===== src/hw/cit_defs.vh =====
// Shared constants for the core instruction timing model.
`ifndef CIT_DEFS_VH
`define CIT_DEFS_VH

// ****************************************************************
// Operand sizes
// ****************************************************************
`define CIT_SIZE_BYTE 2'h0
`define CIT_SIZE_WORD 2'h1
`define CIT_SIZE_LONG 2'h2

// ****************************************************************
// Source addressing modes
// ****************************************************************
`define CIT_SRC_DREG 4'h0
`define CIT_SRC_AREG 4'h1
`define CIT_SRC_IND 4'h2
`define CIT_SRC_POSTINC 4'h3
`define CIT_SRC_PREDEC 4'h4
`define CIT_SRC_D16_AN 4'h5
`define CIT_SRC_D8_AN 4'h6
`define CIT_SRC_ABS_W 4'h7
`define CIT_SRC_ABS_L 4'h8
`define CIT_SRC_D16_PC 4'h9
`define CIT_SRC_D8_PC 4'hA
`define CIT_SRC_IMM 4'hB

// ****************************************************************
// Destination addressing modes
// ****************************************************************
`define CIT_DST_REG 3'h0
`define CIT_DST_IND 3'h1
`define CIT_DST_POSTINC 3'h2
`define CIT_DST_PREDEC 3'h3
`define CIT_DST_D16 3'h4
`define CIT_DST_D8 3'h5
`define CIT_DST_ABS_SHORT_OR_LONG 3'h6

// ****************************************************************
// Base cycle figures
// ****************************************************************
`define CIT_CYC_REG_SRC 3'h1
`define CIT_CYC_IMM_TO_REG 3'h1
`define CIT_CYC_IMM_TO_MEM_BW 3'h3
`define CIT_CYC_IMM_TO_MEM_L 3'h2
`define CIT_CYC_MEM_SRC_BW 3'h3
`define CIT_CYC_MEM_SRC_L 3'h2
`define CIT_CYC_INDEX_EXTRA 3'h1

// ****************************************************************
// Local-bus access codes for split operand references
// ****************************************************************
`define CIT_ACC_NONE 2'h0
`define CIT_ACC_BYTE 2'h1
`define CIT_ACC_WORD 2'h2
`define CIT_ACC_LONG 2'h3

// ****************************************************************
// Misalignment penalties, cycles then references
// ****************************************************************
`define CIT_MIS_SHORT_RD_CYC 2'h2
`define CIT_MIS_SHORT_RD_REF 2'h1
`define CIT_MIS_SHORT_WR_CYC 2'h1
`define CIT_MIS_SHORT_WR_REF 2'h1
`define CIT_MIS_LONG_RD_CYC 2'h3
`define CIT_MIS_LONG_RD_REF 2'h2
`define CIT_MIS_LONG_WR_CYC 2'h2
`define CIT_MIS_LONG_WR_REF 2'h2

// ****************************************************************
// Store resource busy window in core cycles
// ****************************************************************
`define CIT_STORE_WINDOW 2'h2

`endif


===== src/hw/cit_move_lut.v =====
// Base execution time lookup for byte, word and long moves.
`timescale 1ns/100ps
`include "cit_defs.vh"

module cit_move_lut (
    input wire [1:0] size,
    input wire [3:0] src_mode,
    input wire [2:0] dst_mode,
    output reg [2:0] base_cycles,
    output reg base_reads,
    output reg base_writes,
    output reg supported
);

    reg [3:0] src_norm;
    reg dst_mem;
    reg dst_idx;
    reg src_idx;
    reg is_long;

    always @* begin
        src_norm = src_mode;
        // PC-relative sources fold onto their An-relative twins.
        if (src_mode == `CIT_SRC_D16_PC) begin
            src_norm = `CIT_SRC_D16_AN;
        end else if (src_mode == `CIT_SRC_D8_PC) begin
            src_norm = `CIT_SRC_D8_AN;
        end else if (src_mode == `CIT_SRC_ABS_L) begin
            src_norm = `CIT_SRC_ABS_W;
        end
        // One destination code covers both absolute forms.
        dst_mem = (dst_mode != `CIT_DST_REG);
        dst_idx = (dst_mode == `CIT_DST_D8);
        src_idx = (src_norm == `CIT_SRC_D8_AN);
        is_long = (size == `CIT_SIZE_LONG);
        case (src_norm)
            `CIT_SRC_DREG, `CIT_SRC_AREG, `CIT_SRC_IND, `CIT_SRC_POSTINC,
            `CIT_SRC_PREDEC: begin
                supported = (dst_mode <= `CIT_DST_ABS_SHORT_OR_LONG);
            end
            `CIT_SRC_D16_AN: begin
                supported = (dst_mode <= `CIT_DST_D16);
            end
            `CIT_SRC_D8_AN, `CIT_SRC_ABS_W, `CIT_SRC_IMM: begin
                supported = (dst_mode <= `CIT_DST_PREDEC);
            end
            default: begin
                supported = 1'b0;
            end
        endcase
        if (size == 2'h3) begin
            supported = 1'b0;
        end
        base_writes = dst_mem;
        if (src_norm == `CIT_SRC_DREG || src_norm == `CIT_SRC_AREG) begin
            base_reads = 1'b0;
            base_cycles = dst_idx ? (`CIT_CYC_REG_SRC + `CIT_CYC_INDEX_EXTRA)
                                  : `CIT_CYC_REG_SRC;
        end else if (src_norm == `CIT_SRC_IMM) begin
            base_reads = 1'b0;
            if (!dst_mem) begin
                base_cycles = `CIT_CYC_IMM_TO_REG;
            end else if (is_long) begin
                base_cycles = `CIT_CYC_IMM_TO_MEM_L;
            end else begin
                base_cycles = `CIT_CYC_IMM_TO_MEM_BW;
            end
        end else begin
            base_reads = 1'b1;
            base_cycles = is_long ? `CIT_CYC_MEM_SRC_L : `CIT_CYC_MEM_SRC_BW;
            if (src_idx || dst_idx) begin
                base_cycles = base_cycles + `CIT_CYC_INDEX_EXTRA;
            end
        end
        if (!supported) begin
            base_cycles = 3'h0;
            base_reads = 1'b0;
            base_writes = 1'b0;
        end
    end

endmodule


===== src/hw/cit_timing_core.v =====
// Cycle-level timing model of the operand execution pipeline for moves.
`timescale 1ns/100ps
`include "cit_defs.vh"

module cit_timing_core #(
    parameter CW = 8,
    parameter SW = 32
) (
    input wire core_clk,
    input wire rst_b,
    input wire issue_valid,
    input wire issue_words_ready,
    input wire [1:0] issue_size,
    input wire [3:0] issue_src_mode,
    input wire [2:0] issue_dst_mode,
    input wire [1:0] issue_src_addr_lo,
    input wire [1:0] issue_dst_addr_lo,
    input wire issue_multi_move,
    input wire [CW-1:0] issue_multi_cycles,
    input wire [3:0] issue_multi_reads,
    input wire [3:0] issue_multi_writes,
    output reg issue_ready,
    output reg exec_busy,
    output reg exec_done,
    output reg [CW-1:0] exec_cycles,
    output reg [3:0] exec_reads,
    output reg [3:0] exec_writes,
    output reg [1:0] stall_cycles,
    output reg store_window_busy,
    output reg unsupported,
    output reg [5:0] rd_split,
    output reg [1:0] rd_split_len,
    output reg [5:0] wr_split,
    output reg [1:0] wr_split_len,
    output reg [SW-1:0] retired_count,
    output reg [SW-1:0] cycle_total
);

    // ****************************************************************
    // States
    // ****************************************************************
    localparam ST_IDLE = 2'h0;
    localparam ST_STALL = 2'h1;
    localparam ST_EXEC = 2'h2;

    reg [1:0] state_reg;
    reg [CW-1:0] exec_left_reg;
    reg [1:0] stall_left_reg;
    reg [1:0] window_reg;
    reg cur_store_reg;
    reg cur_multi_reg;

    // ****************************************************************
    // Base time lookup
    // ****************************************************************
    wire [2:0] lut_cycles;
    wire lut_reads;
    wire lut_writes;
    wire lut_supported;

    cit_move_lut u_lut (
        .size(issue_size),
        .src_mode(issue_src_mode),
        .dst_mode(issue_dst_mode),
        .base_cycles(lut_cycles),
        .base_reads(lut_reads),
        .base_writes(lut_writes),
        .supported(lut_supported)
    );

    // ****************************************************************
    // Misalignment decode
    // ****************************************************************
    // Returns {extra cycles[1:0], extra refs[1:0]} for one operand.
    function [3:0] mis_cost;
        input [1:0] size;
        input [1:0] lo;
        input is_write;
        begin
            mis_cost = 4'h0;
            if (size == `CIT_SIZE_WORD && lo[0]) begin
                mis_cost = is_write ? {`CIT_MIS_SHORT_WR_CYC, `CIT_MIS_SHORT_WR_REF}
                                    : {`CIT_MIS_SHORT_RD_CYC, `CIT_MIS_SHORT_RD_REF};
            end else if (size == `CIT_SIZE_LONG && lo[0]) begin
                mis_cost = is_write ? {`CIT_MIS_LONG_WR_CYC, `CIT_MIS_LONG_WR_REF}
                                    : {`CIT_MIS_LONG_RD_CYC, `CIT_MIS_LONG_RD_REF};
            end else if (size == `CIT_SIZE_LONG && lo == 2'h2) begin
                mis_cost = is_write ? {`CIT_MIS_SHORT_WR_CYC, `CIT_MIS_SHORT_WR_REF}
                                    : {`CIT_MIS_SHORT_RD_CYC, `CIT_MIS_SHORT_RD_REF};
            end
        end
    endfunction

    // Returns {length[1:0], access2, access1, access0} of local-bus accesses.
    function [7:0] split_of;
        input [1:0] size;
        input [1:0] lo;
        begin
            split_of = {2'h1, `CIT_ACC_NONE, `CIT_ACC_NONE, `CIT_ACC_BYTE};
            if (size == `CIT_SIZE_WORD) begin
                if (lo[0]) begin
                    split_of = {2'h2, `CIT_ACC_NONE, `CIT_ACC_BYTE, `CIT_ACC_BYTE};
                end else begin
                    split_of = {2'h1, `CIT_ACC_NONE, `CIT_ACC_NONE, `CIT_ACC_WORD};
                end
            end else if (size == `CIT_SIZE_LONG) begin
                if (lo[0]) begin
                    split_of = {2'h3, `CIT_ACC_BYTE, `CIT_ACC_WORD, `CIT_ACC_BYTE};
                end else if (lo[1]) begin
                    split_of = {2'h2, `CIT_ACC_NONE, `CIT_ACC_WORD, `CIT_ACC_WORD};
                end else begin
                    split_of = {2'h1, `CIT_ACC_NONE, `CIT_ACC_NONE, `CIT_ACC_LONG};
                end
            end
        end
    endfunction

    // ****************************************************************
    // Totals for the offered instruction
    // ****************************************************************
    reg [3:0] rd_cost;
    reg [3:0] wr_cost;
    reg [7:0] rd_split_w;
    reg [7:0] wr_split_w;
    reg [CW-1:0] tot_cycles;
    reg [3:0] tot_reads;
    reg [3:0] tot_writes;
    reg [CW-1:0] multi_cycles;
    reg offer_store;

    always @* begin
        rd_cost = lut_reads ? mis_cost(issue_size, issue_src_addr_lo, 1'b0) : 4'h0;
        wr_cost = lut_writes ? mis_cost(issue_size, issue_dst_addr_lo, 1'b1) : 4'h0;
        rd_split_w = lut_reads ? split_of(issue_size, issue_src_addr_lo) : 8'h00;
        wr_split_w = lut_writes ? split_of(issue_size, issue_dst_addr_lo) : 8'h00;
        // Base cycles and the misalignment cycles of both operands land in one count; reads and writes are counted apart.
        tot_cycles = {{(CW-3){1'b0}}, lut_cycles}
                   + {{(CW-2){1'b0}}, rd_cost[3:2]}
                   + {{(CW-2){1'b0}}, wr_cost[3:2]};
        tot_reads = {3'h0, lut_reads} + {2'h0, rd_cost[1:0]};
        tot_writes = {3'h0, lut_writes} + {2'h0, wr_cost[1:0]};
        multi_cycles = (issue_multi_cycles == {CW{1'b0}}) ? {{(CW-1){1'b0}}, 1'b1}
                                                         : issue_multi_cycles;
        offer_store = lut_writes;
    end

    // Opword and extensions are complete at issue, so no fetch wait follows.
    wire accept;
    assign accept = issue_valid && issue_ready && issue_words_ready;

    wire exec_last;
    assign exec_last = (state_reg == ST_EXEC) && (exec_left_reg == {{(CW-1){1'b0}}, 1'b1});

    // ****************************************************************
    // Store busy window
    // ****************************************************************
    always @(posedge core_clk) begin
        if (!rst_b) begin
            window_reg <= 2'h0;
            store_window_busy <= 1'b0;
        end else begin
            if (exec_last && cur_store_reg && !cur_multi_reg) begin
                window_reg <= `CIT_STORE_WINDOW;
                store_window_busy <= 1'b1;
            end else if (window_reg != 2'h0) begin
                window_reg <= window_reg - 2'h1;
                store_window_busy <= (window_reg != 2'h1);
            end else begin
                store_window_busy <= 1'b0;
            end
        end
    end

    // ****************************************************************
    // Issue, stall and execution sequencing
    // ****************************************************************
    always @(posedge core_clk) begin
        if (!rst_b) begin
            state_reg <= ST_IDLE;
            exec_left_reg <= {CW{1'b0}};
            stall_left_reg <= 2'h0;
            cur_store_reg <= 1'b0;
            cur_multi_reg <= 1'b0;
            issue_ready <= 1'b1;
            exec_busy <= 1'b0;
            exec_done <= 1'b0;
            exec_cycles <= {CW{1'b0}};
            exec_reads <= 4'h0;
            exec_writes <= 4'h0;
            stall_cycles <= 2'h0;
            unsupported <= 1'b0;
            rd_split <= 6'h00;
            rd_split_len <= 2'h0;
            wr_split <= 6'h00;
            wr_split_len <= 2'h0;
        end else begin
            exec_done <= 1'b0;
            unsupported <= 1'b0;
            case (state_reg)
                ST_IDLE: begin
                    if (accept && issue_multi_move) begin
                        // Separate resources: no window check, no stall.
                        state_reg <= ST_EXEC;
                        exec_left_reg <= multi_cycles;
                        cur_store_reg <= 1'b0;
                        cur_multi_reg <= 1'b1;
                        issue_ready <= 1'b0;
                        exec_busy <= 1'b1;
                        exec_cycles <= multi_cycles;
                        exec_reads <= issue_multi_reads;
                        exec_writes <= issue_multi_writes;
                        stall_cycles <= 2'h0;
                        rd_split <= 6'h00;
                        rd_split_len <= 2'h0;
                        wr_split <= 6'h00;
                        wr_split_len <= 2'h0;
                    end else if (accept && !lut_supported) begin
                        unsupported <= 1'b1;
                    end else if (accept) begin
                        exec_left_reg <= tot_cycles;
                        cur_store_reg <= offer_store;
                        cur_multi_reg <= 1'b0;
                        issue_ready <= 1'b0;
                        exec_busy <= 1'b1;
                        exec_cycles <= tot_cycles;
                        exec_reads <= tot_reads;
                        exec_writes <= tot_writes;
                        rd_split <= rd_split_w[5:0];
                        rd_split_len <= rd_split_w[7:6];
                        wr_split <= wr_split_w[5:0];
                        wr_split_len <= wr_split_w[7:6];
                        if (offer_store && window_reg != 2'h0) begin
                            state_reg <= ST_STALL;
                            stall_left_reg <= window_reg;
                            stall_cycles <= window_reg;
                        end else begin
                            state_reg <= ST_EXEC;
                            stall_cycles <= 2'h0;
                        end
                    end
                end
                ST_STALL: begin
                    // The stall lasts what remained of the window, never above two.
                    if (stall_left_reg == 2'h1) begin
                        state_reg <= ST_EXEC;
                    end
                    stall_left_reg <= stall_left_reg - 2'h1;
                end
                ST_EXEC: begin
                    // Zero-wait memory lets each cycle retire without hold-off.
                    exec_left_reg <= exec_left_reg - {{(CW-1){1'b0}}, 1'b1};
                    if (exec_last) begin
                        state_reg <= ST_IDLE;
                        issue_ready <= 1'b1;
                        exec_busy <= 1'b0;
                        exec_done <= 1'b1;
                    end
                end
                default: begin
                    state_reg <= ST_IDLE;
                    issue_ready <= 1'b1;
                    exec_busy <= 1'b0;
                end
            endcase
        end
    end

    // ****************************************************************
    // Running totals
    // ****************************************************************
    always @(posedge core_clk) begin
        if (!rst_b) begin
            retired_count <= {SW{1'b0}};
            cycle_total <= {SW{1'b0}};
        end else if (exec_last) begin
            retired_count <= retired_count + {{(SW-1){1'b0}}, 1'b1};
            cycle_total <= cycle_total + {{(SW-CW){1'b0}}, exec_cycles}
                         + {{(SW-2){1'b0}}, stall_cycles};
        end
    end

endmodule


===== config.mk =====
export PLATFORM = sky130hd
export DESIGN_NAME = cit_timing_core
export DESIGN_NICKNAME = d
export VERILOG_FILES = /design/src/hw/cit_move_lut.v /design/src/hw/cit_timing_core.v
export VERILOG_INCLUDE_DIRS = /design/src /design/src/hw
export SDC_FILE = /design/constraint.sdc
export NUM_CORES = 1
export LEC_CHECK = 0
export BUFFER_PORTS_ARGS = -buffer_cell sky130_fd_sc_hd__buf_2
export CAP_MARGIN = 25
export CORE_UTILIZATION = 49
export DETAILED_ROUTE_END_ITERATION = 8
export MAX_ROUTING_LAYER = met4
export PLACE_DENSITY = 0.88
export SYNTH_ARGS = -nofsm -noshare
export SYNTH_HDL_FRONTEND = slang
export SYNTH_SLANG_ARGS = --single-unit

===== constraint.sdc =====
create_clock -name core_clk -period 3.4 [get_ports core_clk]
set_clock_uncertainty 0.2 [all_clocks]
set_input_delay 0.34 -clock core_clk [delete_from_list [all_inputs] [get_ports core_clk]]
set_output_delay 0.34 -clock core_clk [all_outputs]
set_load 0.05 [all_outputs]

### Yosys cells after proc, flatten, opt, wreduce, memory -nomap -nowiden

Cells that the tools add are included.

| storage, ports and cells | value |
|---|---|
| register bits | 119 |
| bits in latches | 0 |
| RAM bits | 0 |
| memory bits (read-only) | 0 |
| bits of input ports | 34 |
| output and inout port bits | 103 |
| word-level logic and storage cells | 202 |
| memories | 0 |

| cells by class | value |
|---|---|
| add/sub/neg operators | 11 |
| $mul | 0 |
| divide/modulo/power cells | 0 |
| magnitude comparators | 3 |
| equality and inequality tests | 31 |
| shifts and indexed selects | 0 |
| mux-type cells | 95 |
| bitwise operators | 3 |
| reduce and logical (&&, ||, !) cells | 37 |

Operators by type and width:

| cell | number |
|---|---|
| 8-bit 2-to-1 mux | 16 |
| 4-bit 2-to-1 mux | 16 |
| 2-bit 2-to-1 mux | 23 |
| 6-bit 2-to-1 mux | 6 |
| 32-bit by 1-bit adder with 32-bit output (second input constant) | 1 |
| 32-bit by 2-bit adder with 32-bit output | 1 |
| 32-bit by 8-bit adder with 32-bit output | 1 |
| 1-bit 2-to-1 mux | 22 |
| 3-bit 2-to-1 mux | 6 |
| 4-bit by 3-bit equality test with 1-bit output (second input constant) | 4 |
| 4-bit equality test (second input constant) | 4 |
| 8-bit case mux with 2 select lines | 1 |
| 1-bit logical AND | 14 |
| 2-bit != test (second input constant) | 7 |
| 2-bit equality test (second input constant) | 5 |
| 2-bit nonzero test | 5 |
| 1-bit case mux with 3 select lines | 3 |
| 4-bit by 2-bit equality test with 1-bit output (second input constant) | 2 |
| 8-bit by 1-bit equality test with 1-bit output (second input constant) | 1 |
| 8-bit zero test | 1 |
| 4-bit AND reduction | 2 |
| 8-bit by 1-bit subtractor with 8-bit output (second input constant) | 1 |
| 1-bit by 2-bit adder with 3-bit output | 2 |
| 2-bit by 1-bit equality test with 1-bit output (second input constant) | 3 |
| other kinds (24) | 33 |

### Depth between registers and ports, before layout

Gate-level depths: netlist (run 1).

| logic depth | value |
|---|---|
| depth in word-level cells | 16 |
| mapped depth | 15 |
| depth with buffers taken out | 15 |

### Hierarchy

From an unflattened synthesis (run 1), not the netlist that was laid out.

| unflattened totals | value |
|---|---|
| cells, all modules | 744 |
| area, all modules | 6119.6 µm² |

Modules (own cells, without submodules):

| module | times used | cells each | area each (µm²) | seq. area each (µm²) |
|---|---|---|---|---|
| cit_timing_core | 1 | 707 | 5880.6 | 2342.2 |
| cit_move_lut | 1 | 37 | 239.0 | 0.0 |

### Least setup slack after synthesis (run 1)

No wires, ideal clock.

| path | value |
|---|---|
| kind | in2reg |
| start | input port issue_dst_mode[1] |
| end | register exec_left_reg[2] |
| setup time | 0.116 ns |
| arrival | 3.379 ns |
| data required time | 3.084 ns |
| path slack | -0.295 ns |
| stages on the path | 12 |
| path buffers | 0 |
| cells stage by stage | o41ai_1 > a22oi_1 > nor3_1 > nand2_1 > fa_1 > inv_1 > ha_1 > fa_1 > mux2i_1 > o21ai_0 > and3_1 > a31o_2 |

| between the ends | value |
|---|---|
| word-level cells in the longest chain between the ends | 12 |
| elaborated cells on any way between the ends | 28 |
| classes of those cells | add/sub (2); order compare (3); eq/ne (2); mux (16); reduce/logical (5) |

Ends and longest elaborated chain:

| element | line | source |
|---|---|---|
| start: declaration | cit_timing_core.v:15 | `input wire [2:0] issue_dst_mode,` |
| branches (longest 12 deep; another with 4-bit by 2-bit adder with 5-bit output) | -- |  |
| end signal: assignment | cit_timing_core.v:204 | `exec_left_reg <= multi_cycles;` |
| end signal: assignment | cit_timing_core.v:220 | `exec_left_reg <= tot_cycles;` |
| end signal: assignment | cit_timing_core.v:251 | `exec_left_reg <= exec_left_reg - {{(CW-1){1'b0}}, 1'b1};` |
| end: declaration | cit_timing_core.v:47 | `reg [CW-1:0] exec_left_reg;` |

Several ways; the timed one is not identified. The select of a mux whose other input is x is not followed.
A chain may end at the register's enable or synchronous reset.

### Worst setup path after layout (run 1)

| path | value |
|---|---|
| start | register exec_cycles[1] |
| end | register cycle_total[27] |

| between the ends | value |
|---|---|
| word-level cells in the longest chain between the ends | 2 |

Ends and longest elaborated chain:

| element | line | source |
|---|---|---|
| start: declaration | cit_timing_core.v:25 | `output reg [CW-1:0] exec_cycles,` |
| start signal: assignment | cit_timing_core.v:187 | `exec_cycles <= {CW{1'b0}};` |
| start signal: assignment | cit_timing_core.v:209 | `exec_cycles <= multi_cycles;` |
| start signal: assignment | cit_timing_core.v:225 | `exec_cycles <= tot_cycles;` |
| 32-bit by 8-bit adder with 32-bit output | cit_timing_core.v:277 | `cycle_total <= cycle_total + {{(SW-CW){1'b0}}, exec_cycles}` |
| 32-bit by 2-bit adder with 32-bit output | cit_timing_core.v:278 | `+ {{(SW-2){1'b0}}, stall_cycles};` |
| end signal: assignment | cit_timing_core.v:274 | `cycle_total <= {SW{1'b0}};` |
| end signal: assignment | cit_timing_core.v:277 |  |
| end: declaration | cit_timing_core.v:36 | `output reg [SW-1:0] cycle_total` |

No other way between the ends.

==> run_results.csv, run 1 <==
group,metric,value,unit
worst_setup_path,reg2reg_slack,0.13,ns
routing,num_vias,5665,
layout,final_common_cell,"buf_2",
layout,drive_above_1_share,0.2695,
clock_network,cts_sinks,117,
outcome,failed_checks,"DRC",
worst_hold_path,hold_class,"in2reg",
synth,yosys.cell_types.count,60,
die,coreArea,0.01196,mm²
worst_setup_path,crit_start,"exec_cycles[1]",
synth,synthTopCellsByArea,"dfxtp_1 39%, nor2_1 5.7%, xnor2_1 5.0%",
grt,grt_pass1_wl,25.83,mm
routing,wl,15.75,mm
power,p_seq_frac,0.389,
timing,tightest_slew,0.5874,ns
worst_hold_path,min_from,"issue_multi_move",
die,chipWidth,112.7,µm
timing,slew_violations,0,
power,power.leakage,3.495,nW
power,peakVddDrop,0.3426,mV
clock_network,insertion_delay,0.41,ns
grt,track_usage,0.2631,
worst_setup_path,worstPathRequired,3.48,ns
timing,fin_setup_tns,0,ns
power,swShare,0.2565,
placement,portBuffers,134,
layout,final_cell_mix,"134 x buf_2, 116 x dfxtp_1, 91 x nor2_1, 64 x nand2_1",
grt,antenna_found_initial,0,
routing,drcViolationCount,2,
timing,setup_slack,0.1296,ns
outcome,status,"complete, but fails checks",
power,switching_power,938.3,µW
timing,finalCritPeriodShare,0.9619,
clock_network,cts_buffers,17,
layout,reg_top3,"cycle_total: 32 flops, retired_count: 32 flops",
placement,place_ws,-0.1671,ns
timing,fmax,0.3058,GHz
clock_network,root_buffer,"clkbuf_16",
die,dieHeight,112.7,µm
layout,fillers,936,
power,p_int,2.720,mW
die,row_count,40,
timing,finalSetupViolCount,0,
power,cellPowerDensity,474.8,mW/mm²
timing,relSlewSlack,0.6078,
timing,hold_ws,0.02449,ns
clock_network,cts_buffer_depth,2,
synth,synth_cells,687,
die,start_util,0.5020,
worst_setup_path,timing.rr.start,"exec_cycles[1]",
layout,final_nets,911,
timing,layout_min_cycle_time,3.270,ns
layout,area_growth,28.32,%
die,io_pins,137,
grt,first_global_vias,5330,
clock_network,tritoncts,"built",
placement,gp_congestion,0.9467,
timing,hold_violations,0,
routing,drtIter0Drc,560,
power,pwr-share-clk,0.505,
synth,synth.ff_latch_count,117,
worst_setup_path,crit_type,"reg2reg",
power,pwr-share-comb,0.106,
worst_setup_path,crit_fanout,13,
synth,synth_top_cell_by_area,"dfxtp_1",
synth,netlist_area,0.006005,mm²
timing,rsz0062_at_grt,"false",
layout,n_antenna_cell,0,
synth,synthDominantCellAreaShare,0.3901,
worst_hold_path,hold_depth,2,
grt,grt_max_degree,54,
clock_network,path_clk_slew,0.06,ns
worst_setup_path,reg2regPathDepth,11,
worst_hold_path,min_to,"rd_split_len[1]",
clock_network,cts_htree_levels,4,
synth,synth.avg_cell_area,8.740,µm²
placement,hpwl,10.87,mm
routing,drt-pass1-iter-count,8,
synth,synth_edf_count,0,
synth,synth-seq-area-share,0.3901,
worst_setup_path,cp-end-kind,"flop",
routing,wl_per_cell,15.63,µm
synth,synth_flop_cell,"dfxtp_1",
worst_setup_path,timing.rr.end,"cycle_total[27]",
routing,drtAntennaViolNets,0,
routing,avgViaCountPerCell,5.620,
run,drv_cap,0,
worst_setup_path,startpoint_type,"flop",
power,total_power,3.658,mW
synth,async_flop_share,0,
worst_setup_path,cp.arrival,3.35,ns
grt,gr-total-overflow,0,
synth,yosysWarnings,0,
die,die_area,0.01270,mm²
[cell type report]
type	instances	area (µm²)	area share
Multi-Input combinational cell	513	3478	0.4514
Clock buffer	18	439.2	0.05700
Clock inverter	14	176.4	0.02290
Inverter	24	90.09	0.01169
Timing Repair Buffer	175	993.5	0.1289
Sequential cell	117	2344	0.3042
Tap cell	147	183.9	0.02387
[critical path, cell delays in order, from the launching register on]
cell and delay, ns:
dfxtp_1 0.35, fa_1 0.56, ha_1 0.18, inv_1 0.06, fa_1 0.39, nand2b_1 0.20, a21oi_1 0.20, o21ai_0 0.12
buf_4 0.20, nor4b_1 0.44, xnor2_1 0.18, nor2_1 0.06
[synthesized netlist by cell type, types with 4 or more instances]
cell and count:
or3_1 12, o221ai_1 4, a211oi_1 12, nand2b_1 6
a21o_1 8, and3_1 17, fa_1 6, xor2_1 21
nand2_1 64, nor2b_1 9, nand3_1 21, a21oi_1 35
inv_1 24, nor3_1 11, o2bb2ai_1 4, a22o_1 9
dfxtp_1 117, clkbuf_1 28, o21ai_0 22, ha_1 23
mux2i_1 9, a32o_1 4, mux2_2 4, nand4_1 14
xnor2_1 34, nor4b_1 4, and2_1 5, nor2_1 91
o21a_1 4, nor4_1 6, o211a_1 4, and4_1 5
a211oi_2 5
[kinds of logic (layout without fill, tap and decap cells)]
logic type | count (synthesis) | after routing | synth area share
xor+xnor | 55 | 55 | 0.08023
fa+ha+maj | 29 | 29 | 0.06793
mux | 13 | 13 | 0.02250
buf+inv | 58 | 231 | 0.03897
flops | 117 | 117 | 0.3901
simple gates | 282 | 282 | 0.2403
other cells | 1 | 2 | 0.0006245
compound gates | 132 | 132 | 0.1594
[stage by stage]
step / std cells / util / area [µm²]
after floorplan: 688 / - / 6040
after global placement: 970 / 0.5871 / 7023
after detailed placement: 970 / 0.5871 / 7023
after CTS: 1008 / 0.6436 / 7699
after global routing: 1008 / 0.6441 / 7705
final: 1008 / 0.6441 / 7705
[worst max-delay path by stage]
stage	to	depth (start not counted)	slack, ns
floorplan	exec_left_reg[2]	13	-0.004
global placement	exec_left_reg[2]	15	-0.16
detailed placement	exec_left_reg[2]	15	-0.17
CTS	cycle_total[27]	11	0.16
global route	cycle_total[27]	11	0.005
finish	cycle_total[27]	11	0.13
[power groups by stage]
stage	clock network (mW)	registers (mW)	logic, mW
after floorplan	0	1.50	0.208
after global placement	0	1.45	0.368
final	1.85	1.42	0.388
after detailed placement	0	1.45	0.374
after global routing	1.94	1.43	0.421
after CTS	1.86	1.42	0.385
[repair_timing]
| action | 4_1_cts | 5_1_grt |
|---|---|---|
| resized for setup | 0 | 1 |
| setup buffers | 0 | 0 |
| setup endpoints to repair | 0 | 1 |
| hold buffers | 6 | 0 |
| endpoints found under the hold margin | 6 | 0 |
[routing by layer]
metal / routed length (µm) / global-route usage
met2: 7530 / 0.4144
met1: 6922 / 0.3250
met4: 428 / 0.1271
met3: 868 / 0.04981
met5: 0 / -
(Power assumes the default switching activity.)
==> run 2, diff against run 1 <==
--- a/config.mk
+++ b/config.mk
@@ -6,8 +6,10 @@
 export SDC_FILE = /design/constraint.sdc
 export NUM_CORES = 1
 export LEC_CHECK = 0
+export ABC_CLOCK_PERIOD_IN_PS = 3400
 export BUFFER_PORTS_ARGS = -buffer_cell sky130_fd_sc_hd__buf_2
 export CAP_MARGIN = 25
+export CORE_MARGIN = 2
 export CORE_UTILIZATION = 49
 export DETAILED_ROUTE_END_ITERATION = 8
 export MAX_ROUTING_LAYER = met4
==> run 2 against run 1 <==
Effect of this change:
- the flow now finishes without violations
- wire length rose by 6.0%
- via count rose by 3.0%
- setup slack improved by 0.036 ns
- critical endpoint is now exec_left_reg[2]
- largest power group unchanged
- maximum frequency rose by 1.1%
- core utilization barely moved
- global-route usage rose by 0.12 points
- hold slack got worse by 0.010 ns
- design area rose by 0.34%
- total power rose by 1.6%
- register-to-register slack improved by 0.06 ns
- critical path type is now in2reg
- sequential power barely moved
==> run_results.csv, run 2 (synthesis gave the netlist of run 1 again) <==
group,metric,value,unit
outcome,status,"finished, final reports clean",
timing,fmax,0.3092,GHz
routing,wl,16.69,mm
die,start_util,0.4999,
timing,setup_slack,0.1654,ns
grt,gr-total-overflow,0,
worst_setup_path,reg2regPathDepth,11,
power,pwr-share-comb,0.107,
power,peakVddDrop,0.3482,mV
die,dieHeight,114.7,µm
layout,register_area,0.002344,mm²
power,total_power,3.717,mW
clock_network,cts_buffer_depth,2,
grt,track_usage,0.2643,
power,switching_power,926.4,µW
grt,first_global_vias,5557,
grt,grt_max_degree,32,
layout,final_common_cell,"buf_2",
layout,drive_above_1_share,0.2665,
worst_setup_path,timing.rr.start,"exec_cycles[1]",
die,coreArea,0.01201,mm²
die,chipWidth,114.7,µm
worst_setup_path,worstPathRequired,3.51,ns
layout,n_antenna_cell,0,
power,p_int,2.791,mW
power,swShare,0.2492,
routing,drtAntennaViolNets,0,
worst_setup_path,startpoint_type,"primary input",
clock_network,root_buffer,"clkbuf_16",
placement,place_ws,-0.2848,ns
worst_setup_path,cp-end-kind,"flop",
layout,fin_area,0.007731,mm²
timing,layout_min_cycle_time,3.235,ns
grt,grt_pass1_wl,26.84,mm
die,io_pins,137,
worst_setup_path,reg2reg_slack,0.19,ns
worst_hold_path,hold_class,"in2reg",
clock_network,post_cts_buffers,0,
run,drv_cap,0,
timing,finalCritPeriodShare,0.9514,
worst_setup_path,cp.arrival,3.35,ns
power,cellPowerDensity,480.8,mW/mm²
routing,num_vias,5833,
worst_setup_path,crit_type,"in2reg",
clock_network,path_clk_slew,0.06,ns
clock_network,cts_buffers,17,
die,row_count,40,
layout,final_nets,913,
worst_setup_path,crit_fanout,6,
timing,finalSetupViolCount,0,
routing,avgViaCountPerCell,5.775,
layout,final_cell_mix,"134 x buf_2, 116 x dfxtp_1, 91 x nor2_1, 64 x nand2_1, 36 x buf_4",
power,p_seq_frac,0.383,
clock_network,cts_sinks,117,
worst_setup_path,crit_start,"issue_dst_mode[1]",
routing,drtIter0Drc,555,
clock_network,insertion_delay,0.42,ns
worst_setup_path,crit_end,"exec_left_reg[2]",
routing,drt-pass1-iter-count,5,
timing,rsz0062_at_grt,"false",
die,die_area,0.01316,mm²
routing,wl_per_cell,16.53,µm
timing,tightest_slew,0.6650,ns
clock_network,cts_htree_levels,4,
layout,multiInputGateArea,0.003478,mm²
power,power.leakage,3.525,nW
placement,portBuffers,134,
layout,fillers,933,
routing,drcViolationCount,0,
placement,gp_congestion,0.9264,
power,pwr-share-clk,0.510,
worst_setup_path,timing.rr.end,"cycle_total[25]",
layout,reg_top3,"cycle_total: 32 flops, retired_count: 32 flops",
placement,place_area,0.007030,mm²
timing,hold_violations,0,
clock_network,tritoncts,"built",
grt,antenna_found_initial,0,
timing,slew_violations,0,
placement,hpwl,11.48,mm
layout,area_growth,28.76,%
timing,relSlewSlack,0.5554,
run 2: cell count changes in the layout (fill, tap and decap cells not counted), sizes merged:
cell / previous run / this run
clkinvlp: 5 / 1
clkbuf: 18 / 20
inv: 27 / 25
bufinv: 3 / 4
clkinv: 3 / 6
buf: 169 / 170
dlygate4sd3: 6 / 7
run 2: worst min path at each step:
stage	startpoint	endpoint	slack, ns	depth (start not counted)
floorplan	cur_store_reg	cur_store_reg	0.22	1
global placement	rd_split_len[0]	rd_split_len[0]	0.23	1
detailed placement	rd_split_len[0]	rd_split_len[0]	0.24	1
CTS	issue_multi_cycles[4]	exec_cycles[4]	0.008	2
global route	issue_multi_cycles[4]	exec_cycles[4]	0.02	2
finish	issue_multi_cycles[4]	exec_cycles[4]	0.01	2
run 2: metal layers:
metal / vias up / track usage / wire length [µm]
li1: 2755 / - / -
met4: 0 / 0.1076 / 501
met2: 274 / 0.4276 / 8071
met1: 2752 / 0.3232 / 7050
met5: - / - / 0
met3: 52 / 0.05400 / 1068
run 2: stage by stage:
stage                     std cells    TNS, ns  utilization  hold WS, ns
after floorplan                 688  -0.004071            -       0.2180
after global placement          971    -0.1446       0.5853       0.2334
after detailed placement        971    -0.3820       0.5853       0.2383
after CTS                      1010          0       0.6431     0.008014
after global routing           1010          0       0.6436      0.01864
final                          1010          0       0.6436      0.01408
run 2: worst max-delay path: stages:
cell and delay (ns):
buf_2 0.13, o41ai_4 0.39, a22oi_2 0.20, nor3_4 0.27, nand2_1 0.12, fa_1 0.51, inv_1 0.04, ha_1 0.19
fa_1 0.43, mux2i_1 0.19, o21ai_0 0.11, and3_1 0.20, a31o_2 0.21
run 2: power by group through the flow:
| stage | clock network [mW] | logic [mW] | registers [mW] |
|---|---|---|---|
| 6_report | 1.90 | 0.396 | 1.42 |
| 5_1_grt | 1.97 | 0.431 | 1.43 |
| 4_1_cts | 1.90 | 0.390 | 1.42 |
| 3_5_place_dp | 0 | 0.377 | 1.45 |
| 3_3_place_gp | 0 | 0.370 | 1.45 |
| 2_1_floorplan | 0 | 0.208 | 1.50 |
run 2: final cells by class:
class,instances,share of cell area
multi-input cells,513,0.4499
clock buffers,20,0.05778
repair buffers,177,0.1308
inverters,24,0.01165
flip-flops and latches,117,0.3031
well taps,147,0.02379
clock inverters,12,0.02298
run 2: timing repair:
action | in CTS | in global routing
hold endpoints to repair | 7 | 0
hold buffers | 7 | 0
resized for setup | 0 | 2
endpoints found under the setup margin | 0 | 1
